### config.mk
export PLATFORM = sky130hd
export DESIGN_NAME = lpc_cmd_frames
export DESIGN_NICKNAME = d
export VERILOG_FILES = /design/src/verilog/lpc_cmd_frames.v /design/src/verilog/lpc_param_bank.v
export VERILOG_INCLUDE_DIRS = /design/src /design/src/include
export SDC_FILE = /design/constraint.sdc
export NUM_CORES = 1
export LEC_CHECK = 0
export BUFFER_PORTS_ARGS = -buffer_cell sky130_fd_sc_hd__buf_4
export CORE_MARGIN = 2
export CORE_UTILIZATION = 45
export DETAILED_ROUTE_END_ITERATION = 10
export PLACE_DENSITY = 0.66
export SYNTH_ARGS = -nofsm -noshare
export SYNTH_HDL_FRONTEND = slang
export SYNTH_SLANG_ARGS = --single-unit
### constraint.sdc
create_clock -name i_mclk -period 3.1 [get_ports i_mclk]
set_input_delay 0.775 -clock i_mclk [delete_from_list [all_inputs] [get_ports i_mclk]]
set_output_delay 0.775 -clock i_mclk [all_outputs]
set_load 0.03 [all_outputs]
### src/include/lpc_regs.vh
// Purpose: Constants for the local parameter command frame interpreter
// Assumes: Byte stream with one valid strobe per byte
// Notes:   Offsets are byte positions within a frame
`ifndef LPC_REGS_VH
`define LPC_REGS_VH
`define LPC_DELIM        8'h7e
`define LPC_CHK_GOOD     8'hff
`define LPC_TYPE_NOW     8'h08
`define LPC_TYPE_QUEUE   8'h09
`define LPC_OFS_TYPE     16'h0003
`define LPC_OFS_ID       16'h0004
`define LPC_OFS_NAME_HI  16'h0005
`define LPC_OFS_NAME_LO  16'h0006
`define LPC_OFS_PARAM    16'h0007
`define LPC_NAME_RATE    16'h4244
`define LPC_NAME_APPLY   16'h4143
`define LPC_NAME_JOIN    16'h4e4a
`define LPC_RATE_RESET   32'h00000003
`define LPC_JOIN_RESET   32'h000000ff
`define LPC_ST_OK        8'h00
`define LPC_ST_BADCHK    8'h01
`define LPC_ST_BADFRM    8'h02
`define LPC_ST_BADNAME   8'h03
`endif

### src/verilog/lpc_cmd_frames.v
// Purpose: Parses local parameter command frames and reports results
// Assumes: Unescaped frames, one byte per i_rx_valid pulse
// Notes:   Response is a one-cycle summary pulse, not a serial frame
// Function
// RULE_01: Frame opens with 0x7e, then two-byte length of bytes before checksum.
// RULE_02: Checksum is 0xff minus low byte sum from type to before checksum.
// RULE_03: Identifier at offset 4; identifier zero suppresses every response. Code gates only o_rsp_valid; o_err_valid status reports still fire.
// RULE_04: Host puts two ASCII name characters at offsets 5 and 6.
// RULE_05: Parameter bytes present means write; absent means read.
// RULE_06: Type 0x08 executes then applies all pending changes.
// RULE_07: Type 0x09 writes stay pending until 0x08 or apply command.
// RULE_08: Reads in queueing frames return the current value at once.
// RULE_09: One, two or four byte padded values mean the same value.
// RULE_10: Rate code 7 selects 115200; queued change keeps the old rate.
// RULE_11: Bytes before a start delimiter are dropped silently.
// RULE_12: Sum of bytes after length including checksum must be 0xff.
// RULE_13: Bad frame or checksum yields a status report giving the failure.
// RULE_14: Multi-byte fields travel most significant byte first.
// RULE_15: Response carries the identifier the host supplied.
// RULE_16: Other frame types are ignored here and alter no parameter.
`timescale 1ns/1ps
`default_nettype none
`include "lpc_regs.vh"
module lpc_cmd_frames #(
	parameter MAX_LEN = 16
) (
	input  wire        i_mclk,
	input  wire        i_nrst,
	input  wire        i_rx_valid,
	input  wire [7:0]  i_rx_data,
	output wire        o_rsp_valid,
	output wire [7:0]  o_rsp_id,
	output wire [7:0]  o_rsp_type,
	output wire [15:0] o_rsp_name,
	output wire [7:0]  o_rsp_status,
	output wire [31:0] o_rsp_value,
	output wire        o_err_valid,
	output wire [7:0]  o_err_status,
	output wire        o_other_frame,
	output wire [31:0] o_rate_live,
	output wire [31:0] o_join_live,
	output wire        o_rate_115200
);
	localparam ST_IDLE = 3'd0;
	localparam ST_LENH = 3'd1;
	localparam ST_LENL = 3'd2;
	localparam ST_BODY = 3'd3;
	localparam ST_CHK  = 3'd4;

	reg [2:0]  state_r;
	reg [15:0] len_r;
	reg [15:0] cnt_r;
	reg [7:0]  sum_r;
	reg [7:0]  type_r;
	reg [7:0]  id_r;
	reg [15:0] name_r;
	reg [31:0] val_r;
	reg        rsp_v_r;
	reg [7:0]  rsp_id_r;
	reg [7:0]  rsp_type_r;
	reg [15:0] rsp_name_r;
	reg [7:0]  rsp_st_r;
	reg [31:0] rsp_val_r;
	reg        err_v_r;
	reg [7:0]  err_st_r;
	reg        other_r;
	reg        wr_r;
	reg        sel_rate_r;
	reg [31:0] wdata_r;
	reg        apply_r;

	wire [31:0] rate_pend;
	wire [31:0] join_pend;
	wire [7:0]  sum_nxt;
	wire        known_name;
	wire        is_write;
	wire        ours;

	assign sum_nxt = sum_r + i_rx_data;
	assign known_name = (name_r == `LPC_NAME_RATE) || (name_r == `LPC_NAME_JOIN) ||
		(name_r == `LPC_NAME_APPLY);
	assign is_write = (len_r > 16'h0004); // [RULE_05]
	assign ours = (type_r == `LPC_TYPE_NOW) || (type_r == `LPC_TYPE_QUEUE); // [RULE_16]

	function [31:0] live_of;
		input [15:0] nm;
		input [31:0] rl;
		input [31:0] jl;
		begin
			live_of = (nm == `LPC_NAME_RATE) ? rl : ((nm == `LPC_NAME_JOIN) ? jl : 32'h0);
		end
	endfunction

	lpc_param_bank u_bank (
		.i_mclk      (i_mclk),
		.i_nrst      (i_nrst),
		.i_wr        (wr_r),
		.i_sel_rate  (sel_rate_r),
		.i_wdata     (wdata_r),
		.i_apply     (apply_r),
		.o_rate_live (o_rate_live),
		.o_join_live (o_join_live),
		.o_rate_pend (rate_pend),
		.o_join_pend (join_pend)
	);

	always @(posedge i_mclk or negedge i_nrst) begin
		if (!i_nrst) begin
			state_r    <= ST_IDLE;
			len_r      <= 16'h0;
			cnt_r      <= 16'h0;
			sum_r      <= 8'h0;
			type_r     <= 8'h0;
			id_r       <= 8'h0;
			name_r     <= 16'h0;
			val_r      <= 32'h0;
			rsp_v_r    <= 1'b0;
			rsp_id_r   <= 8'h0;
			rsp_type_r <= 8'h0;
			rsp_name_r <= 16'h0;
			rsp_st_r   <= 8'h0;
			rsp_val_r  <= 32'h0;
			err_v_r    <= 1'b0;
			err_st_r   <= 8'h0;
			other_r    <= 1'b0;
			wr_r       <= 1'b0;
			sel_rate_r <= 1'b0;
			wdata_r    <= 32'h0;
			apply_r    <= 1'b0;
		end else begin
			rsp_v_r <= 1'b0;
			err_v_r <= 1'b0;
			other_r <= 1'b0;
			wr_r    <= 1'b0;
			apply_r <= 1'b0;
			if (i_rx_valid) begin
				case (state_r)
				ST_IDLE: begin
					if (i_rx_data == `LPC_DELIM) begin // [RULE_01] [RULE_11]
						state_r <= ST_LENH;
					end
				end
				ST_LENH: begin
					len_r[15:8] <= i_rx_data; // [RULE_14]
					state_r     <= ST_LENL;
				end
				ST_LENL: begin
					len_r[7:0] <= i_rx_data;
					cnt_r      <= 16'h0;
					sum_r      <= 8'h0;
					val_r      <= 32'h0;
					if ({len_r[15:8], i_rx_data} == 16'h0 ||
					    {len_r[15:8], i_rx_data} > MAX_LEN[15:0]) begin
						err_v_r  <= 1'b1; // [RULE_13]
						err_st_r <= `LPC_ST_BADFRM;
						state_r  <= ST_IDLE;
					end else begin
						state_r <= ST_BODY;
					end
				end
				ST_BODY: begin
					sum_r <= sum_nxt; // [RULE_02] [RULE_12]
					cnt_r <= cnt_r + 16'h1;
					case (cnt_r + `LPC_OFS_TYPE)
					`LPC_OFS_TYPE:    type_r       <= i_rx_data;
					`LPC_OFS_ID:      id_r         <= i_rx_data; // [RULE_03]
					`LPC_OFS_NAME_HI: name_r[15:8] <= i_rx_data; // [RULE_04]
					`LPC_OFS_NAME_LO: name_r[7:0]  <= i_rx_data;
					default:          val_r <= {val_r[23:0], i_rx_data}; // [RULE_09] [RULE_14]
					endcase
					if (cnt_r + 16'h1 == len_r) begin
						state_r <= ST_CHK;
					end
				end
				ST_CHK: begin
					state_r <= ST_IDLE;
					if (sum_nxt != `LPC_CHK_GOOD) begin // [RULE_12]
						err_v_r  <= 1'b1; // [RULE_13]
						err_st_r <= `LPC_ST_BADCHK;
					end else if (!ours) begin
						other_r <= 1'b1; // [RULE_16]
					end else if (len_r < 16'h0004) begin
						err_v_r  <= 1'b1; // [RULE_13]
						err_st_r <= `LPC_ST_BADFRM;
					end else begin
						if (is_write && name_r != `LPC_NAME_APPLY &&
						    (name_r == `LPC_NAME_RATE || name_r == `LPC_NAME_JOIN)) begin
							wr_r       <= 1'b1;
							sel_rate_r <= (name_r == `LPC_NAME_RATE); // [RULE_10]
							wdata_r    <= val_r;
						end
						// Immediate type or apply command commits pending values
						apply_r <= (type_r == `LPC_TYPE_NOW) ||
							(name_r == `LPC_NAME_APPLY); // [RULE_06] [RULE_07]
						rsp_v_r    <= (id_r != 8'h00); // [RULE_03]
						rsp_id_r   <= id_r; // [RULE_15]
						rsp_type_r <= type_r;
						rsp_name_r <= name_r;
						rsp_st_r   <= known_name ? `LPC_ST_OK : `LPC_ST_BADNAME;
						rsp_val_r  <= is_write ? 32'h0 :
							live_of(name_r, o_rate_live, o_join_live); // [RULE_08]
					end
				end
				default: state_r <= ST_IDLE;
				endcase
			end
		end
	end

	assign o_rsp_valid   = rsp_v_r;
	assign o_rsp_id      = rsp_id_r;
	assign o_rsp_type    = rsp_type_r;
	assign o_rsp_name    = rsp_name_r;
	assign o_rsp_status  = rsp_st_r;
	assign o_rsp_value   = rsp_val_r;
	assign o_err_valid   = err_v_r;
	assign o_err_status  = err_st_r;
	assign o_other_frame = other_r;
	assign o_rate_115200 = (o_rate_live == 32'h00000007); // [RULE_10]
endmodule // lpc_cmd_frames
`default_nettype wire

### src/verilog/lpc_param_bank.v
// Purpose: Holds live and pending copies of the local parameters
// Assumes: Write and apply strobes are one-cycle pulses
// Notes:   Apply copies every pending value into its live copy
`timescale 1ns/1ps
`default_nettype none
`include "lpc_regs.vh"
module lpc_param_bank (
	input  wire        i_mclk,
	input  wire        i_nrst,
	input  wire        i_wr,
	input  wire        i_sel_rate,
	input  wire [31:0] i_wdata,
	input  wire        i_apply,
	output wire [31:0] o_rate_live,
	output wire [31:0] o_join_live,
	output wire [31:0] o_rate_pend,
	output wire [31:0] o_join_pend
);
	reg [31:0] rate_live_r;
	reg [31:0] join_live_r;
	reg [31:0] rate_pend_r;
	reg [31:0] join_pend_r;
	wire [31:0] rate_pend_nxt;
	wire [31:0] join_pend_nxt;
	assign rate_pend_nxt = (i_wr && i_sel_rate) ? i_wdata : rate_pend_r;
	assign join_pend_nxt = (i_wr && !i_sel_rate) ? i_wdata : join_pend_r;
	always @(posedge i_mclk or negedge i_nrst) begin
		if (!i_nrst) begin
			rate_live_r <= `LPC_RATE_RESET;
			join_live_r <= `LPC_JOIN_RESET;
			rate_pend_r <= `LPC_RATE_RESET;
			join_pend_r <= `LPC_JOIN_RESET;
		end else begin
			rate_pend_r <= rate_pend_nxt;
			join_pend_r <= join_pend_nxt;
			// Live value moves only on apply [RULE_07] [RULE_10]
			if (i_apply) begin
				rate_live_r <= rate_pend_nxt;
				join_live_r <= join_pend_nxt;
			end
		end
	end
	assign o_rate_live = rate_live_r;
	assign o_join_live = join_live_r;
	assign o_rate_pend = rate_pend_r;
	assign o_join_pend = join_pend_r;
endmodule // lpc_param_bank
`default_nettype wire
==> results.yml <==
synth:
  synth_area_mm2: 0.0155
  ys_types: 68
  syn_inst: 1249
  ys_ff_latch: 340
  ys.flop_type: "dfrtp_1"
  yosysWarnings: 0
  synthArstFlopShare: 1.00
  ys_seq_area_frac: 0.552
  avgSynthCellArea_um2: 12.4
  synth_edf_count: 0
clock_network:
  cts_buffer_depth: 3
  h-tree-depth: 2
  clock_latency_ps: 530
  cts_num_sinks: 340
  tritoncts: "yes"
  cts-root-buf: "clkbuf_16"
  clk_pin_slew_ps: 60
  cts_buffers: 38
flow_run:
  maxCapViolCount: 0
floorplan:
  die_y_um: 189
  dieArea_mm2: 0.0359
  core_mm2: 0.0337
  pin_count: 159
  die_width_um: 189
  initial_core_util: 0.459
  rows: 67
sta:
  period_minus_slack_ps: 2960
  finClkSkew_ps: 15.6
  slew_violations: 0
  fmax_ghz: 0.338
  slew_headroom: 0.503
  worst_pin_slew_ps: 745
  finalSetupViolCount: 0
  period_share: 0.953
  rsz0062_at_grt: "yes"
  fin_ws_ps: 145
  hold_viol: 0
  holdWs_ps: 259
power:
  p_comb_frac: 0.174
  vdd_ir_drop_max_mv: 0.415
  p_leak_uw: 0.00901
  p_total_uw: 11900
  swShare: 0.286
  power_density_mw_per_mm2: 632
  intPower_uw: 8490
  p_seq_frac: 0.437
  switchingPower_uw: 3400
  share_clk_of_total_power: 0.388
route:
  viasPerCell: 5.61
  route.detailed.drc: 0
  antenna_left: 0
  vias: 10620
  drt_first_pass_iters: 5
  routedWlPerCell_um: 19.2
  drtIter0Drc: 718
  wl_mm: 36.4
global_routing:
  grt_antenna_before_repair: 0
  grt.total_usage: 0.205
  use_met3: 0.0284
  grt_use_met1: 0.294
  gr-usage-met2: 0.332
  gr-max-usage-layer: "met2"
  gr-total-overflow: 0
  grt_max_degree: 79
  grt_pass1_wl_mm: 59.5
  grt_pass1_vias: 10599
critical_path:
  worstSetupPathType: "flip-flop to flip-flop"
  ff2ff_path_depth: 10
  r2r-start: "sum_r[1]$_DFFE_PN0P_"
  cp.arrival_ps: 3360
  rr_endpoint: "wdata_r[21]$_DFFE_PN0P_"
  critPathLaunchType: "flip-flop"
  path_max_fanout: 33
  rrSetupSlack_ps: 140
  required_ps: 3510
  end_kind: "flip-flop"
final_layout:
  multiInputGateArea_mm2: 0.00652
  finalCoreUtilization: 0.558
  antenna_cells: 0
  finalNetCount: 1438
  syn2layout_area_growth_pct: 21.6
  fillers: 2863
  ff_latch_area_mm2: 0.00854
  fin_area_mm2: 0.0188
  final_common_cell: "dfrtp_1"
  final_cell_mix: "dfrtp_1, buf_4, mux2_2"
  drive_gt1_frac: 0.383
place:
  post-place-ws_ps: -343
  port_buffers: 146
  place_congestion: 0.850
  place_area_mm2: 0.0175
  hpwl_mm: 24.4
min_path:
  hold_path.class: "primary input to async pin"
run_status:
  run_status: "completed"
cells by family after synthesis:
group | Yosys count | share of synthesized area
DFF | 340 | 0.552
and+or+nand+nor | 288 | 0.103
muxes | 237 | 0.178
AOI/OAI and AO/OA | 221 | 0.104
buffers and inverters | 123 | 0.0371
xor gates and xnor gates | 27 | 0.0153
adders and majority gates | 12 | 0.0102
other | 1 | 0.000243
per-layer routing:
layer | share of wire | vias to the layer above | wire (µm)
li1 | - | 4906 | -
met1 | 0.47 | 5436 | 17000
met2 | 0.47 | 236 | 17300
met3 | 0.041 | 42 | 1500
met4 | 0.016 | 0 | 593
met5 | 0 | - | 0
critical path, stage by stage (launching register included):
cell and delay (ps):
dfrtp_1 420, ha_1 300, a211oi_1 290, nor2_1 110
and4_1 240, nor4_2 210, buf_4 160, o2111ai_4 160
nor4b_4 300, buf_12 270, mux2_1 350
cell type report:
type | count | share of cell area
repair buffers | 224 | 0.0973
well taps | 448 | 0.0298
clock buffers | 57 | 0.0608
multi-input cells | 797 | 0.347
inverters | 14 | 0.00279
clock inverters | 13 | 0.00865
flip-flops and latches | 340 | 0.454
synth_stat cells (7+ instances only):
| cell type | n | area, µm² |
|---|---|---|
| clkbuf_1 | 60 | 225 |
| nor2_1 | 24 | 90.1 |
| buf_2 | 12 | 60.1 |
| o41ai_1 | 33 | 289 |
| buf_1 | 16 | 60.1 |
| xnor2_1 | 17 | 149 |
| buf_4 | 16 | 120 |
| a22oi_1 | 33 | 248 |
| nor3_1 | 19 | 95.1 |
| dfrtp_1 | 320 | 8010 |
| a22o_1 | 11 | 96.3 |
| nor2b_1 | 13 | 81.3 |
| dfstp_2 | 20 | 526 |
| a21oi_1 | 15 | 75.1 |
| o211ai_1 | 20 | 150 |
| o211ai_2 | 15 | 188 |
| mux2_1 | 46 | 518 |
| nand2_1 | 102 | 383 |
| nor4_1 | 15 | 93.8 |
| nand3_1 | 18 | 90.1 |
| inv_1 | 14 | 52.6 |
| or4_1 | 7 | 52.6 |
| mux2_2 | 165 | 1860 |
| ha_1 | 11 | 138 |
| xor2_1 | 10 | 87.6 |
| nand4_1 | 44 | 275 |
| o21ai_0 | 57 | 285 |
| mux2_4 | 24 | 360 |
how the worst max path moves through the flow:
stage / slack [ps] / to / cells after the start / startpoint
detailed placement: -340 / wdata_r[21]$_DFFE_PN0P_ / 11 / i_rx_data[1]
finish: 140 / wdata_r[21]$_DFFE_PN0P_ / 10 / sum_r[1]$_DFFE_PN0P_
global route: -3 / wdata_r[30]$_DFFE_PN0P_ / 10 / sum_r[0]$_DFFE_PN0P_
global placement: -310 / wdata_r[25]$_DFFE_PN0P_ / 11 / i_rx_data[1]
floorplan: -150 / wdata_r[10]$_DFFE_PN0P_ / 10 / i_rx_data[0]
CTS: 100 / o_rate_115200 / 4 / u_bank.o_rate_live[30]$_DFFE_PN0P_
metrics by stage:
stage / cells / setup TNS, ps
floorplan: 1260 / -4460
global placement: 1822 / -23000
detailed placement: 1822 / -28320
CTS: 1892 / 0
global route: 1893 / -8.43
finish: 1893 / 0
sequential cells by signal, indices dropped and copies added, names as in the netlist, 2 cells and up:
name                count
id_r                    8
o_rsp_name             16
len_r                  16
wdata_r                32
type_r                  8
u_bank.o_join_pend     32
o_rsp_type              8
state_r                 3
u_bank.o_rate_pend     32
val_r                  32
cnt_r                  16
name_r                 16
o_rsp_id                8
u_bank.o_join_live     32
o_rsp_value            32
u_bank.o_rate_live     32
sum_r                   8
o_err_status            2
power groups by stage:
stage	combinational (µW)	clock [µW]	sequential [µW]
final	2070	4620	5200
after global routing	2290	4920	5240
after CTS	2070	4710	5190
after detailed placement	2050	0	5260
after global placement	2010	0	5250
after floorplan	1450	0	5080
timing repair:
| item | 4_1_cts | 5_1_grt |
|---|---|---|
| gates resized for setup | 0 | 3 |
| setup endpoints to repair | 0 | 37 |
| hold buffers | 0 | 0 |
| buffers inserted | 0 | 1 |
Note: power is estimated with default switching activity, not from simulation.
